--- src/frs_pkg.sv ---
// Purpose: Shared constants and types for the floppy rate/result block.
// Assumes: One controller clock; host strobes arrive from pins.
// Notes:   Result bytes are built by frs_result_status.
// How it works
// - Rate register at 3F7, resets 10; rate bits read back in PS2 and alternate modes.
// - Alternate mode keeps readable precompensation-disable bit.
// - Software resets leave precompensation bit alone.
// - Density pin high on hardware reset only.
// - Result phase presents status bytes via data.
// - First byte bits 7:6 give termination code.
// - First byte bit 5 marks positioning complete.
// - Bit 4: no track zero, outward seek.
// - Bit 2 head, bits 1:0 drive number.
// - Unused status bits always read zero.
// - Second byte bit 7 end of track.
// - Second byte bit 5 CRC fault.
// - Second byte bit 4 overrun or underrun.
// - Second byte bit 2 sector missing.
// - Second byte bit 1 write blocked.
// - Second byte bit 0 address mark absent.
// - Rate resets to 250 kbps, hardware only.
// - Two config bits choose register mode.
package frs_pkg;

  localparam logic [9:0] ADDR_RATE_CONFIG = 10'h3F7;
  localparam logic [9:0] ADDR_DATA        = 10'h3F5;

  localparam logic [1:0] RATE_RESET       = 2'h2;
  localparam logic [1:0] RATE_CODE_250K   = 2'h2;
  localparam logic [1:0] RATE_CODE_300K   = 2'h1;
  localparam logic       DENSITY_RESET    = 1'h1;

  localparam int RATE_LSB    = 0;
  localparam int RATE_MSB    = 1;
  localparam int PRECOMP_BIT = 2;

  localparam logic [6:0] RECAL_STEP_LIMIT = 7'h50;
  localparam logic [1:0] INDEX_LIMIT      = 2'h2;

  localparam logic [3:0] PS2_FILL_ONES    = 4'hF;
  localparam int         PIN_COUNT        = 4;

  localparam logic [1:0] TERM_NORMAL  = 2'h0;
  localparam logic [1:0] TERM_ABNORM  = 2'h1;
  localparam logic [1:0] TERM_INVALID = 2'h2;
  localparam logic [1:0] TERM_POLLING = 2'h3;

  typedef enum logic [1:0] {
    FRS_MODE_AT  = 2'b00,
    FRS_MODE_PS2 = 2'b01,
    FRS_MODE_M30 = 2'b10
  } frs_mode_t;

  typedef enum logic [1:0] {
    FRS_RES_IDLE  = 2'b00,
    FRS_RES_BYTE0 = 2'b01,
    FRS_RES_BYTE1 = 2'b10
  } frs_res_state_t;

  // Command core events, all on the controller clock
  typedef struct packed {
    logic       cmdStart;
    logic       cmdDone;
    logic [1:0] terminationCode;
    logic       positioningComplete;
    logic       seekBeyondTrackZero;
    logic       head;
    logic [1:0] unitSelect;
    logic       sectorBeyondEnd;
    logic       transferCountEnd;
    logic       readWriteDataCmd;
    logic       crcFault;
    logic       dataLate;
    logic       sectorMissing;
    logic       recalActive;
    logic       stepPulse;
    logic       idSearchActive;
    logic       idMarkFound;
    logic       dataMarkMissing;
    logic       writeCmdActive;
  } frs_core_events_t;

  // Synchronised disk pins
  typedef struct packed {
    logic trackZeroInput;
    logic indexPulseInput;
    logic writeProtect;
    logic diskChange;
  } frs_disk_pins_t;

endpackage

--- src/frs_rate_result.sv ---
// Purpose: Rate register, density pin and result byte read-out.
// Assumes: Host strobes, address and data come from pins and are
//          held stable around each strobe.
// Notes:   Two-flop pin sync costs about three clocks of strobe
//          latency; host cycles must be longer than that.
module frs_rate_result
  import frs_pkg::*;
(
  input  wire logic             ref_clk,
  input  wire logic             reset_n,
  input  wire logic [9:0]       hostAddr,
  input  wire logic             hostWrite_n,
  input  wire logic             hostRead_n,
  input  wire logic [7:0]       hostDataIn,
  output logic      [7:0]       hostDataOut,
  output logic                  hostDataOe,
  input  wire logic             identSel,
  input  wire logic             encodingModeBit,
  input  wire logic             dmaEnableBit,
  input  wire logic             softResetOutReg,
  input  wire logic             softResetRateReg,
  input  frs_core_events_t      coreEv,
  input  wire logic             trackZeroPin,
  input  wire logic             indexPulsePin,
  input  wire logic             writeProtectPin,
  input  wire logic             diskChangePin,
  output logic      [1:0]       rateCode,
  output logic                  precompDisableBit,
  output logic                  densitySelectPin,
  output logic                  resultPending
);

  // Pin synchronisers, first stage feeds only the second
  logic [PIN_COUNT-1:0] rawPins, pinMeta, pinSync;
  assign rawPins = {trackZeroPin, indexPulsePin,
                    writeProtectPin, diskChangePin};

  genvar gi;
  generate
    for (gi = 0; gi < PIN_COUNT; gi++) begin : g_pinSync
      always_ff @(posedge ref_clk or negedge reset_n) begin
        if (!reset_n) begin
          pinMeta[gi] <= 1'b0;
          pinSync[gi] <= 1'b0;
        end else begin
          pinMeta[gi] <= rawPins[gi];
          pinSync[gi] <= pinMeta[gi];
        end
      end
    end
  endgenerate

  frs_disk_pins_t pins;
  assign pins = frs_disk_pins_t'(pinSync);

  // Host bus synchronisers
  logic [9:0] addrMeta, addrSync;
  logic [7:0] dataMeta, dataSync;
  logic [1:0] strbMeta, strbSync;
  logic       wrPrev, rdPrev;

  always_ff @(posedge ref_clk or negedge reset_n) begin
    if (!reset_n) begin
      addrMeta <= '0;
      addrSync <= '0;
      dataMeta <= '0;
      dataSync <= '0;
      strbMeta <= '0;
      strbSync <= '0;
      wrPrev   <= 1'b0;
      rdPrev   <= 1'b0;
    end else begin
      addrMeta <= hostAddr;
      addrSync <= addrMeta;
      dataMeta <= hostDataIn;
      dataSync <= dataMeta;
      strbMeta <= {~hostWrite_n, ~hostRead_n};
      strbSync <= strbMeta;
      wrPrev   <= strbSync[1];
      rdPrev   <= strbSync[0];
    end
  end

  logic wrStart, rdStart, rdActive, softReset;
  assign wrStart   = strbSync[1] & ~wrPrev;
  assign rdStart   = strbSync[0] & ~rdPrev;
  assign rdActive  = strbSync[0];
  assign softReset = softResetOutReg | softResetRateReg;

  frs_mode_t mode;
  always_comb begin
    if (identSel)
      mode = FRS_MODE_AT;
    else if (encodingModeBit)
      mode = FRS_MODE_PS2;
    else
      mode = FRS_MODE_M30;
  end

  // Result byte builder
  logic [7:0] statusZero, statusOne;
  logic       resultReady;

  frs_result_status u_status (
    .ref_clk     (ref_clk),
    .reset_n     (reset_n),
    .softReset   (softReset),
    .coreEv      (coreEv),
    .pins        (pins),
    .statusZero  (statusZero),
    .statusOne   (statusOne),
    .resultReady (resultReady)
  );

  // Rate register; software resets deliberately do not reach it
  logic [1:0] next_rateCode;
  logic       next_precompDisableBit;
  logic       next_densitySelectPin;
  logic       densHigh;

  assign densHigh = (next_rateCode == RATE_CODE_250K) ||
                    (next_rateCode == RATE_CODE_300K);

  always_comb begin
    next_rateCode          = rateCode;
    next_precompDisableBit = precompDisableBit;
    if (wrStart && addrSync == ADDR_RATE_CONFIG) begin
      next_rateCode = dataSync[RATE_MSB:RATE_LSB];
      // Reserved bits are expected at zero and are ignored here
      if (mode == FRS_MODE_M30)
        next_precompDisableBit = dataSync[PRECOMP_BIT];
    end
    // AT mode drives the pin active high, the others active low
    if (mode == FRS_MODE_AT)
      next_densitySelectPin = densHigh;
    else
      next_densitySelectPin = ~densHigh;
  end

  always_ff @(posedge ref_clk or negedge reset_n) begin
    if (!reset_n) begin
      rateCode          <= RATE_RESET;
      precompDisableBit <= 1'b0;
      densitySelectPin  <= DENSITY_RESET;
    end else begin
      rateCode          <= next_rateCode;
      precompDisableBit <= next_precompDisableBit;
      densitySelectPin  <= next_densitySelectPin;
    end
  end

  // Result phase sequencer
  frs_res_state_t resState, next_resState;
  logic [7:0]     next_hostDataOut;

  always_comb begin
    next_resState    = resState;
    next_hostDataOut = hostDataOut;
    if (rdStart && addrSync == ADDR_DATA) begin
      case (resState)
        FRS_RES_BYTE0: begin
          next_hostDataOut = statusZero;
          next_resState    = FRS_RES_BYTE1;
        end
        FRS_RES_BYTE1: begin
          next_hostDataOut = statusOne;
          next_resState    = FRS_RES_IDLE;
        end
        FRS_RES_IDLE: begin
          next_hostDataOut = 8'h00;
        end
        default: begin
          next_resState = FRS_RES_IDLE;
        end
      endcase
    end else if (rdStart && addrSync == ADDR_RATE_CONFIG) begin
      case (mode)
        FRS_MODE_AT:
          next_hostDataOut = {pins.diskChange, 7'h00};
        FRS_MODE_PS2:
          next_hostDataOut = {pins.diskChange, PS2_FILL_ONES,
                              rateCode[RATE_MSB], rateCode[RATE_LSB],
                              ~densitySelectPin};
        FRS_MODE_M30:
          next_hostDataOut = {pins.diskChange, 3'h0, dmaEnableBit,
                              precompDisableBit, rateCode};
        default:
          next_hostDataOut = 8'h00;
      endcase
    end
    if (resultReady)
      next_resState = FRS_RES_BYTE0;
    if (softReset)
      next_resState = FRS_RES_IDLE;
  end

  always_ff @(posedge ref_clk or negedge reset_n) begin
    if (!reset_n) begin
      resState    <= FRS_RES_IDLE;
      hostDataOut <= 8'h00;
    end else begin
      resState    <= next_resState;
      hostDataOut <= next_hostDataOut;
    end
  end

  // Drive the bus only while a read to one of our addresses is live
  assign hostDataOe = rdActive && !rdStart &&
                      (addrSync == ADDR_DATA ||
                       addrSync == ADDR_RATE_CONFIG);
  assign resultPending = (resState != FRS_RES_IDLE);

endmodule

--- src/frs_result_status.sv ---
// Purpose: Collect command events into the two result status bytes.
// Assumes: Pins already synchronised; events on the same clock.
// Notes:   Flags clear at command start; set beats clear.
module frs_result_status
  import frs_pkg::*;
(
  input  wire logic             ref_clk,
  input  wire logic             reset_n,
  input  wire logic             softReset,
  input  frs_core_events_t      coreEv,
  input  frs_disk_pins_t        pins,
  output logic [7:0]            statusZero,
  output logic [7:0]            statusOne,
  output logic                  resultReady
);

  logic       driveFault, next_driveFault;
  logic       endOfTrack, next_endOfTrack;
  logic       crcFault, next_crcFault;
  logic       dataLate, next_dataLate;
  logic       missing, next_missing;
  logic       writeBlocked, next_writeBlocked;
  logic       idSyncAbsent, next_idSyncAbsent;
  logic       tcSeen, next_tcSeen;
  logic [6:0] stepCount, next_stepCount;
  logic [1:0] indexCount, next_indexCount;
  logic       indexPrev;
  logic [7:0] next_statusZero, next_statusOne;
  logic       next_resultReady;
  logic       indexEdge;

  assign indexEdge = pins.indexPulseInput & ~indexPrev;

  always_comb begin
    next_driveFault   = driveFault;
    next_endOfTrack   = endOfTrack;
    next_crcFault     = crcFault;
    next_dataLate     = dataLate;
    next_missing      = missing;
    next_writeBlocked = writeBlocked;
    next_idSyncAbsent = idSyncAbsent;
    next_tcSeen       = tcSeen;
    next_stepCount    = stepCount;
    next_indexCount   = indexCount;
    next_statusZero   = statusZero;
    next_statusOne    = statusOne;
    next_resultReady  = 1'b0;
    if (coreEv.cmdStart || softReset) begin
      next_driveFault   = 1'b0;
      next_endOfTrack   = 1'b0;
      next_crcFault     = 1'b0;
      next_dataLate     = 1'b0;
      next_missing      = 1'b0;
      next_writeBlocked = 1'b0;
      next_idSyncAbsent = 1'b0;
      next_tcSeen       = 1'b0;
      next_stepCount    = '0;
      next_indexCount   = '0;
    end
    // Recalibrate gives up after the step limit without track zero
    if (coreEv.recalActive && coreEv.stepPulse
        && !pins.trackZeroInput) begin
      if (stepCount == RECAL_STEP_LIMIT - 7'h1)
        next_driveFault = 1'b1;
      else
        next_stepCount = stepCount + 7'h1;
    end
    if (coreEv.seekBeyondTrackZero)
      next_driveFault = 1'b1;
    if (coreEv.idSearchActive && !coreEv.idMarkFound && indexEdge) begin
      if (indexCount == INDEX_LIMIT - 2'h1)
        next_idSyncAbsent = 1'b1;
      else
        next_indexCount = indexCount + 2'h1;
    end
    if (coreEv.idMarkFound)
      next_indexCount = '0;
    if (coreEv.dataMarkMissing)
      next_idSyncAbsent = 1'b1;
    if (coreEv.transferCountEnd)
      next_tcSeen = 1'b1;
    if (coreEv.sectorBeyondEnd)
      next_endOfTrack = 1'b1;
    if (coreEv.crcFault)
      next_crcFault = 1'b1;
    if (coreEv.dataLate)
      next_dataLate = 1'b1;
    if (coreEv.sectorMissing)
      next_missing = 1'b1;
    if (coreEv.writeCmdActive && pins.writeProtect)
      next_writeBlocked = 1'b1;
    if (coreEv.cmdDone && !softReset) begin
      next_resultReady = 1'b1;
      next_statusZero  = {coreEv.terminationCode,
                          coreEv.positioningComplete,
                          next_driveFault,
                          1'b0,
                          coreEv.head,
                          coreEv.unitSelect};
      // A read/write data command ending without terminal count
      // still reports end of track
      next_statusOne   = {next_endOfTrack |
                          (coreEv.readWriteDataCmd & ~next_tcSeen &
                           ~coreEv.transferCountEnd),
                          1'b0,
                          next_crcFault,
                          next_dataLate,
                          1'b0,
                          next_missing,
                          next_writeBlocked,
                          next_idSyncAbsent};
    end
  end

  always_ff @(posedge ref_clk or negedge reset_n) begin
    if (!reset_n) begin
      driveFault   <= 1'b0;
      endOfTrack   <= 1'b0;
      crcFault     <= 1'b0;
      dataLate     <= 1'b0;
      missing      <= 1'b0;
      writeBlocked <= 1'b0;
      idSyncAbsent <= 1'b0;
      tcSeen       <= 1'b0;
      stepCount    <= '0;
      indexCount   <= '0;
      indexPrev    <= 1'b0;
      statusZero   <= 8'h00;
      statusOne    <= 8'h00;
      resultReady  <= 1'b0;
    end else begin
      driveFault   <= next_driveFault;
      endOfTrack   <= next_endOfTrack;
      crcFault     <= next_crcFault;
      dataLate     <= next_dataLate;
      missing      <= next_missing;
      writeBlocked <= next_writeBlocked;
      idSyncAbsent <= next_idSyncAbsent;
      tcSeen       <= next_tcSeen;
      stepCount    <= next_stepCount;
      indexCount   <= next_indexCount;
      indexPrev    <= pins.indexPulseInput;
      statusZero   <= next_statusZero;
      statusOne    <= next_statusOne;
      resultReady  <= next_resultReady;
    end
  end

endmodule

--- config.mk ---
export PLATFORM = sky130hd
export DESIGN_NAME = frs_rate_result
export DESIGN_NICKNAME = d
export VERILOG_FILES = /design/src/frs_pkg.sv /design/src/frs_rate_result.sv /design/src/frs_result_status.sv
export SDC_FILE = /design/constraint.sdc
export NUM_CORES = 1
export LEC_CHECK = 0
export ABC_AREA = 1
export ABC_CLOCK_PERIOD_IN_PS = 1800
export BUFFER_PORTS_ARGS = -buffer_cell sky130_fd_sc_hd__buf_2
export CELL_PAD_IN_SITES_DETAIL_PLACEMENT = 0
export CELL_PAD_IN_SITES_GLOBAL_PLACEMENT = 1
export CORE_ASPECT_RATIO = 1.4
export CORE_MARGIN = 1.5
export CORE_UTILIZATION = 42
export DETAILED_ROUTE_END_ITERATION = 16
export PLACE_DENSITY_LB_ADDON = 0.25
export RECOVER_POWER = 25
export SYNTH_ARGS = -nofsm -noshare
export SYNTH_HDL_FRONTEND = slang
export SYNTH_SLANG_ARGS = --single-unit
--- constraint.sdc ---
create_clock -name ref_clk -period 1.8 [get_ports ref_clk]
set_input_delay 0.18 -clock ref_clk [delete_from_list [all_inputs] [get_ports ref_clk]]
set_output_delay 0.18 -clock ref_clk [all_outputs]
set_load 0.005 [all_outputs]
==> impl_metrics.toml <==
[synth]
synth_top_family_by_area = "simple AND/OR/NAND/NOR gates"
netlist_instances = 331
synth.top_cells.by_count = "nand2_1 (100), dfrtp_1 (84), inv_1 (36)"
synth_area_leader_cell = "dfrtp_1"
ys_seq_area_frac = 0.644
synth_compound_area_frac = 0.0789
muxShareOfSynthArea = 0
synth_most_common_cell = "nand2_1"
synth_ff_type = "dfrtp_1"
synth_nets = 387
ys_warn_count = 0
synthSimpleGateAreaFrac = 0.196
synth.avg_cell_area_um2 = 10.1
synth_cell_types = 36
synth-seq-cells = 86
synthArstFlopShare = 1.00
netlist_area_um2 = 3350
synth_area_leaders = "dfrtp_1 (63%), nand2_1 (11%), inv_1 (4.0%)"
synthAdderAreaFrac = 0.0150
synth_xor_area_frac = 0.0131
synth_top_cell_area_share = 0.628
synth-edff-count = 0

[critical_path]
critPathMaxFanout = 4
cp.required_ns = 2.05
r2r_slack_ns = 0.27
crit_type = "reg2reg"
crit_arrival_ns = 1.79
worst_setup_path_start_kind = "flip-flop"
reg2reg_depth = 6
regToRegEndpoint = "u_status.stepCount[1]"
crit_path_end_kind = "flip-flop"
reg2reg_from = "u_status.stepCount[0]"

[clock_network]
cts_tree = "built"
clk_root_buffer_cell = "clkbuf_8"
clockBufferDepth = 2
clkLatencyLatePin_ns = 0.36
cts_buffers = 9
clk_pin_slew_ns = 0.08
cts_sinks = 86
h-tree-depth = 3

[timing]
fin_crit_sh = 0.853
fin_skew_ns = 0.0122
fin_hold_ws_ns = 0.0147
tns_ns = 0
rsz0062_at_grt = "false"
slew_headroom = 0.305
drv_slew = 0
clock.fmax_mhz = 652
setup_viol = 0
timing.final.hold_violations = 0
fin_crit_ns = 1.53
tightest_slew_ns = 1.04

[route]
routed_wl_um = 6800
ant_nets = 0
vias = 2470
drc = 0
viasPerCell = 4.63
first_iter_violations = 82
drtPass1Iterations = 4
wire_per_inst_um = 12.7

[floorplan]
dieArea_um2 = 8520
start_util = 0.432
io_pins = 66
fp.dieH_um = 109
die_w_um = 78.4
row_count = 38
core-area_um2 = 7750

[global_route]
grt_usage = 0.182
grt_max_degree = 43
grt_pass1_vias = 2537
grt_pass1_wl_um = 11500
grt-ovfl-total = 0
antenna_found_initial = 0

[cells_and_area]
n_antenna_cell = 0
layout.nets = 485
drive_gt1_frac = 0.228
nFillCells = 700
area_growth_pct = 27.2

[hold_path]
hold_depth = 3
min-delay-start = "coreEv[18]"
worstHoldEndpoint = "u_status.statusZero[7]"
hold_class = "in2reg"

[pwr]
swShare = 0.234
p_seq_frac = 0.556
power_switching_mw = 0.886
power_density_nw_per_um2 = 889
p_total_mw = 3.78
power.internal_mw = 2.90
p_comb_frac = 0.079
p_clk_frac = 0.365
peakVddDrop_v = 0.000520
p_leak_nw = 2.14

[placement]
dpl.hpwl_um = 4790
port-buffer-count = 60
place.gp.congestion = 0.803

[run]
cap_violations = 0

[status]
status = "finished, final reports clean"
[worst max-delay path by stage]
stage | endpoint | start | slack [ns]
CTS | u_status.stepCount[1] | u_status.stepCount[0] | 0.24
finish | u_status.stepCount[1] | u_status.stepCount[0] | 0.27
global route | hostDataOut[4] | addrSync[3] | 0.06
detailed placement | u_status.stepCount[1] | u_status.stepCount[0] | 0.26
global placement | u_status.stepCount[1] | u_status.stepCount[0] | 0.29
floorplan | hostDataOut[0] | resState[0] | 0.35
[repair_timing]
item                                   in CTS  in global routing
buffers inserted                            0                  0
resized for setup                           0                  0
endpoints found under the hold margin      60                  0
hold buffers                               24                  0
[sequential cells by signal, indices dropped and copies added (netlist names), 3 cells and up]
signal               cells
u_status.stepCount       7
dataSync                 3
dataMeta                 3
addrSync                10
pinMeta                  4
pinSync                  4
hostDataOut              8
u_status.statusOne       6
u_status.statusZero      7
addrMeta                10
[per-layer routing]
metal	part of all wire	up-vias	GRT usage
li1	-	1246	-
met1	0.41	1164	0.192
met2	0.53	43	0.330
met3	0.032	17	0.0444
met4	0.030	0	0.101
met5	0	-	0
[layout by cell type (no fill, tap or decap), types with 5 or more instances in the layout]
| master | netlist | routed |
|---|---|---|
| buf_2 | 1 | 57 |
| o21ai_0 | 5 | 5 |
| dfrtp_1 | 84 | 84 |
| dlygate4sd3_1 | 0 | 24 |
| nand3_1 | 13 | 13 |
| clkbuf_8 | 0 | 11 |
| nand4_1 | 5 | 5 |
| o21ai_1 | 10 | 10 |
| a21oi_1 | 5 | 5 |
| buf_4 | 1 | 6 |
| a22oi_1 | 6 | 6 |
| inv_1 | 36 | 36 |
| nand2_1 | 100 | 100 |
| nor2_1 | 19 | 19 |
[stage by stage]
step	area [µm²]	util	cells	setup slack [ns]
2_1_floorplan	3350	-	331	0.348
3_3_place_gp	3810	0.492	494	0.287
3_5_place_dp	3810	0.492	494	0.260
4_1_cts	4260	0.550	534	0.243
5_1_grt	4260	0.549	534	0.0609
6_report	4260	0.549	534	0.265
[cells by family after synthesis]
family          count (synthesis)
compound gates                 40
xor+xnor                        5
fa+ha+maj                       4
buf+inv                        44
flops                          86
simple gates                  152
[critical path, stage by stage, from the launching register on]
cell and delay (ns):
dfrtp_1 0.41, ha_1 0.23, nand3_1 0.16, nor2_1 0.09
nor2_1 0.25, nor2_1 0.10, a22o_1 0.19
[power by group through the flow]
stage	clock (mW)	sequential, mW	combinational, mW
finish	1.38	2.10	0.299
global route	1.51	2.12	0.347
CTS	1.43	2.10	0.306
detailed placement	0	2.14	0.265
global placement	0	2.14	0.259
floorplan	0	2.13	0.130
[area by class of cell]
| type | instances | area [µm²] | area share |
|---|---|---|---|
| inverters | 40 | 151 | 0.0356 |
| well taps | 100 | 125 | 0.0294 |
| flip-flops and latches | 86 | 2150 | 0.506 |
| multi-input cells | 201 | 1010 | 0.238 |
| clock buffers | 11 | 151 | 0.0356 |
| clock inverters | 5 | 57.6 | 0.0135 |
| repair buffers | 91 | 603 | 0.142 |
(Power assumes the default switching activity.)
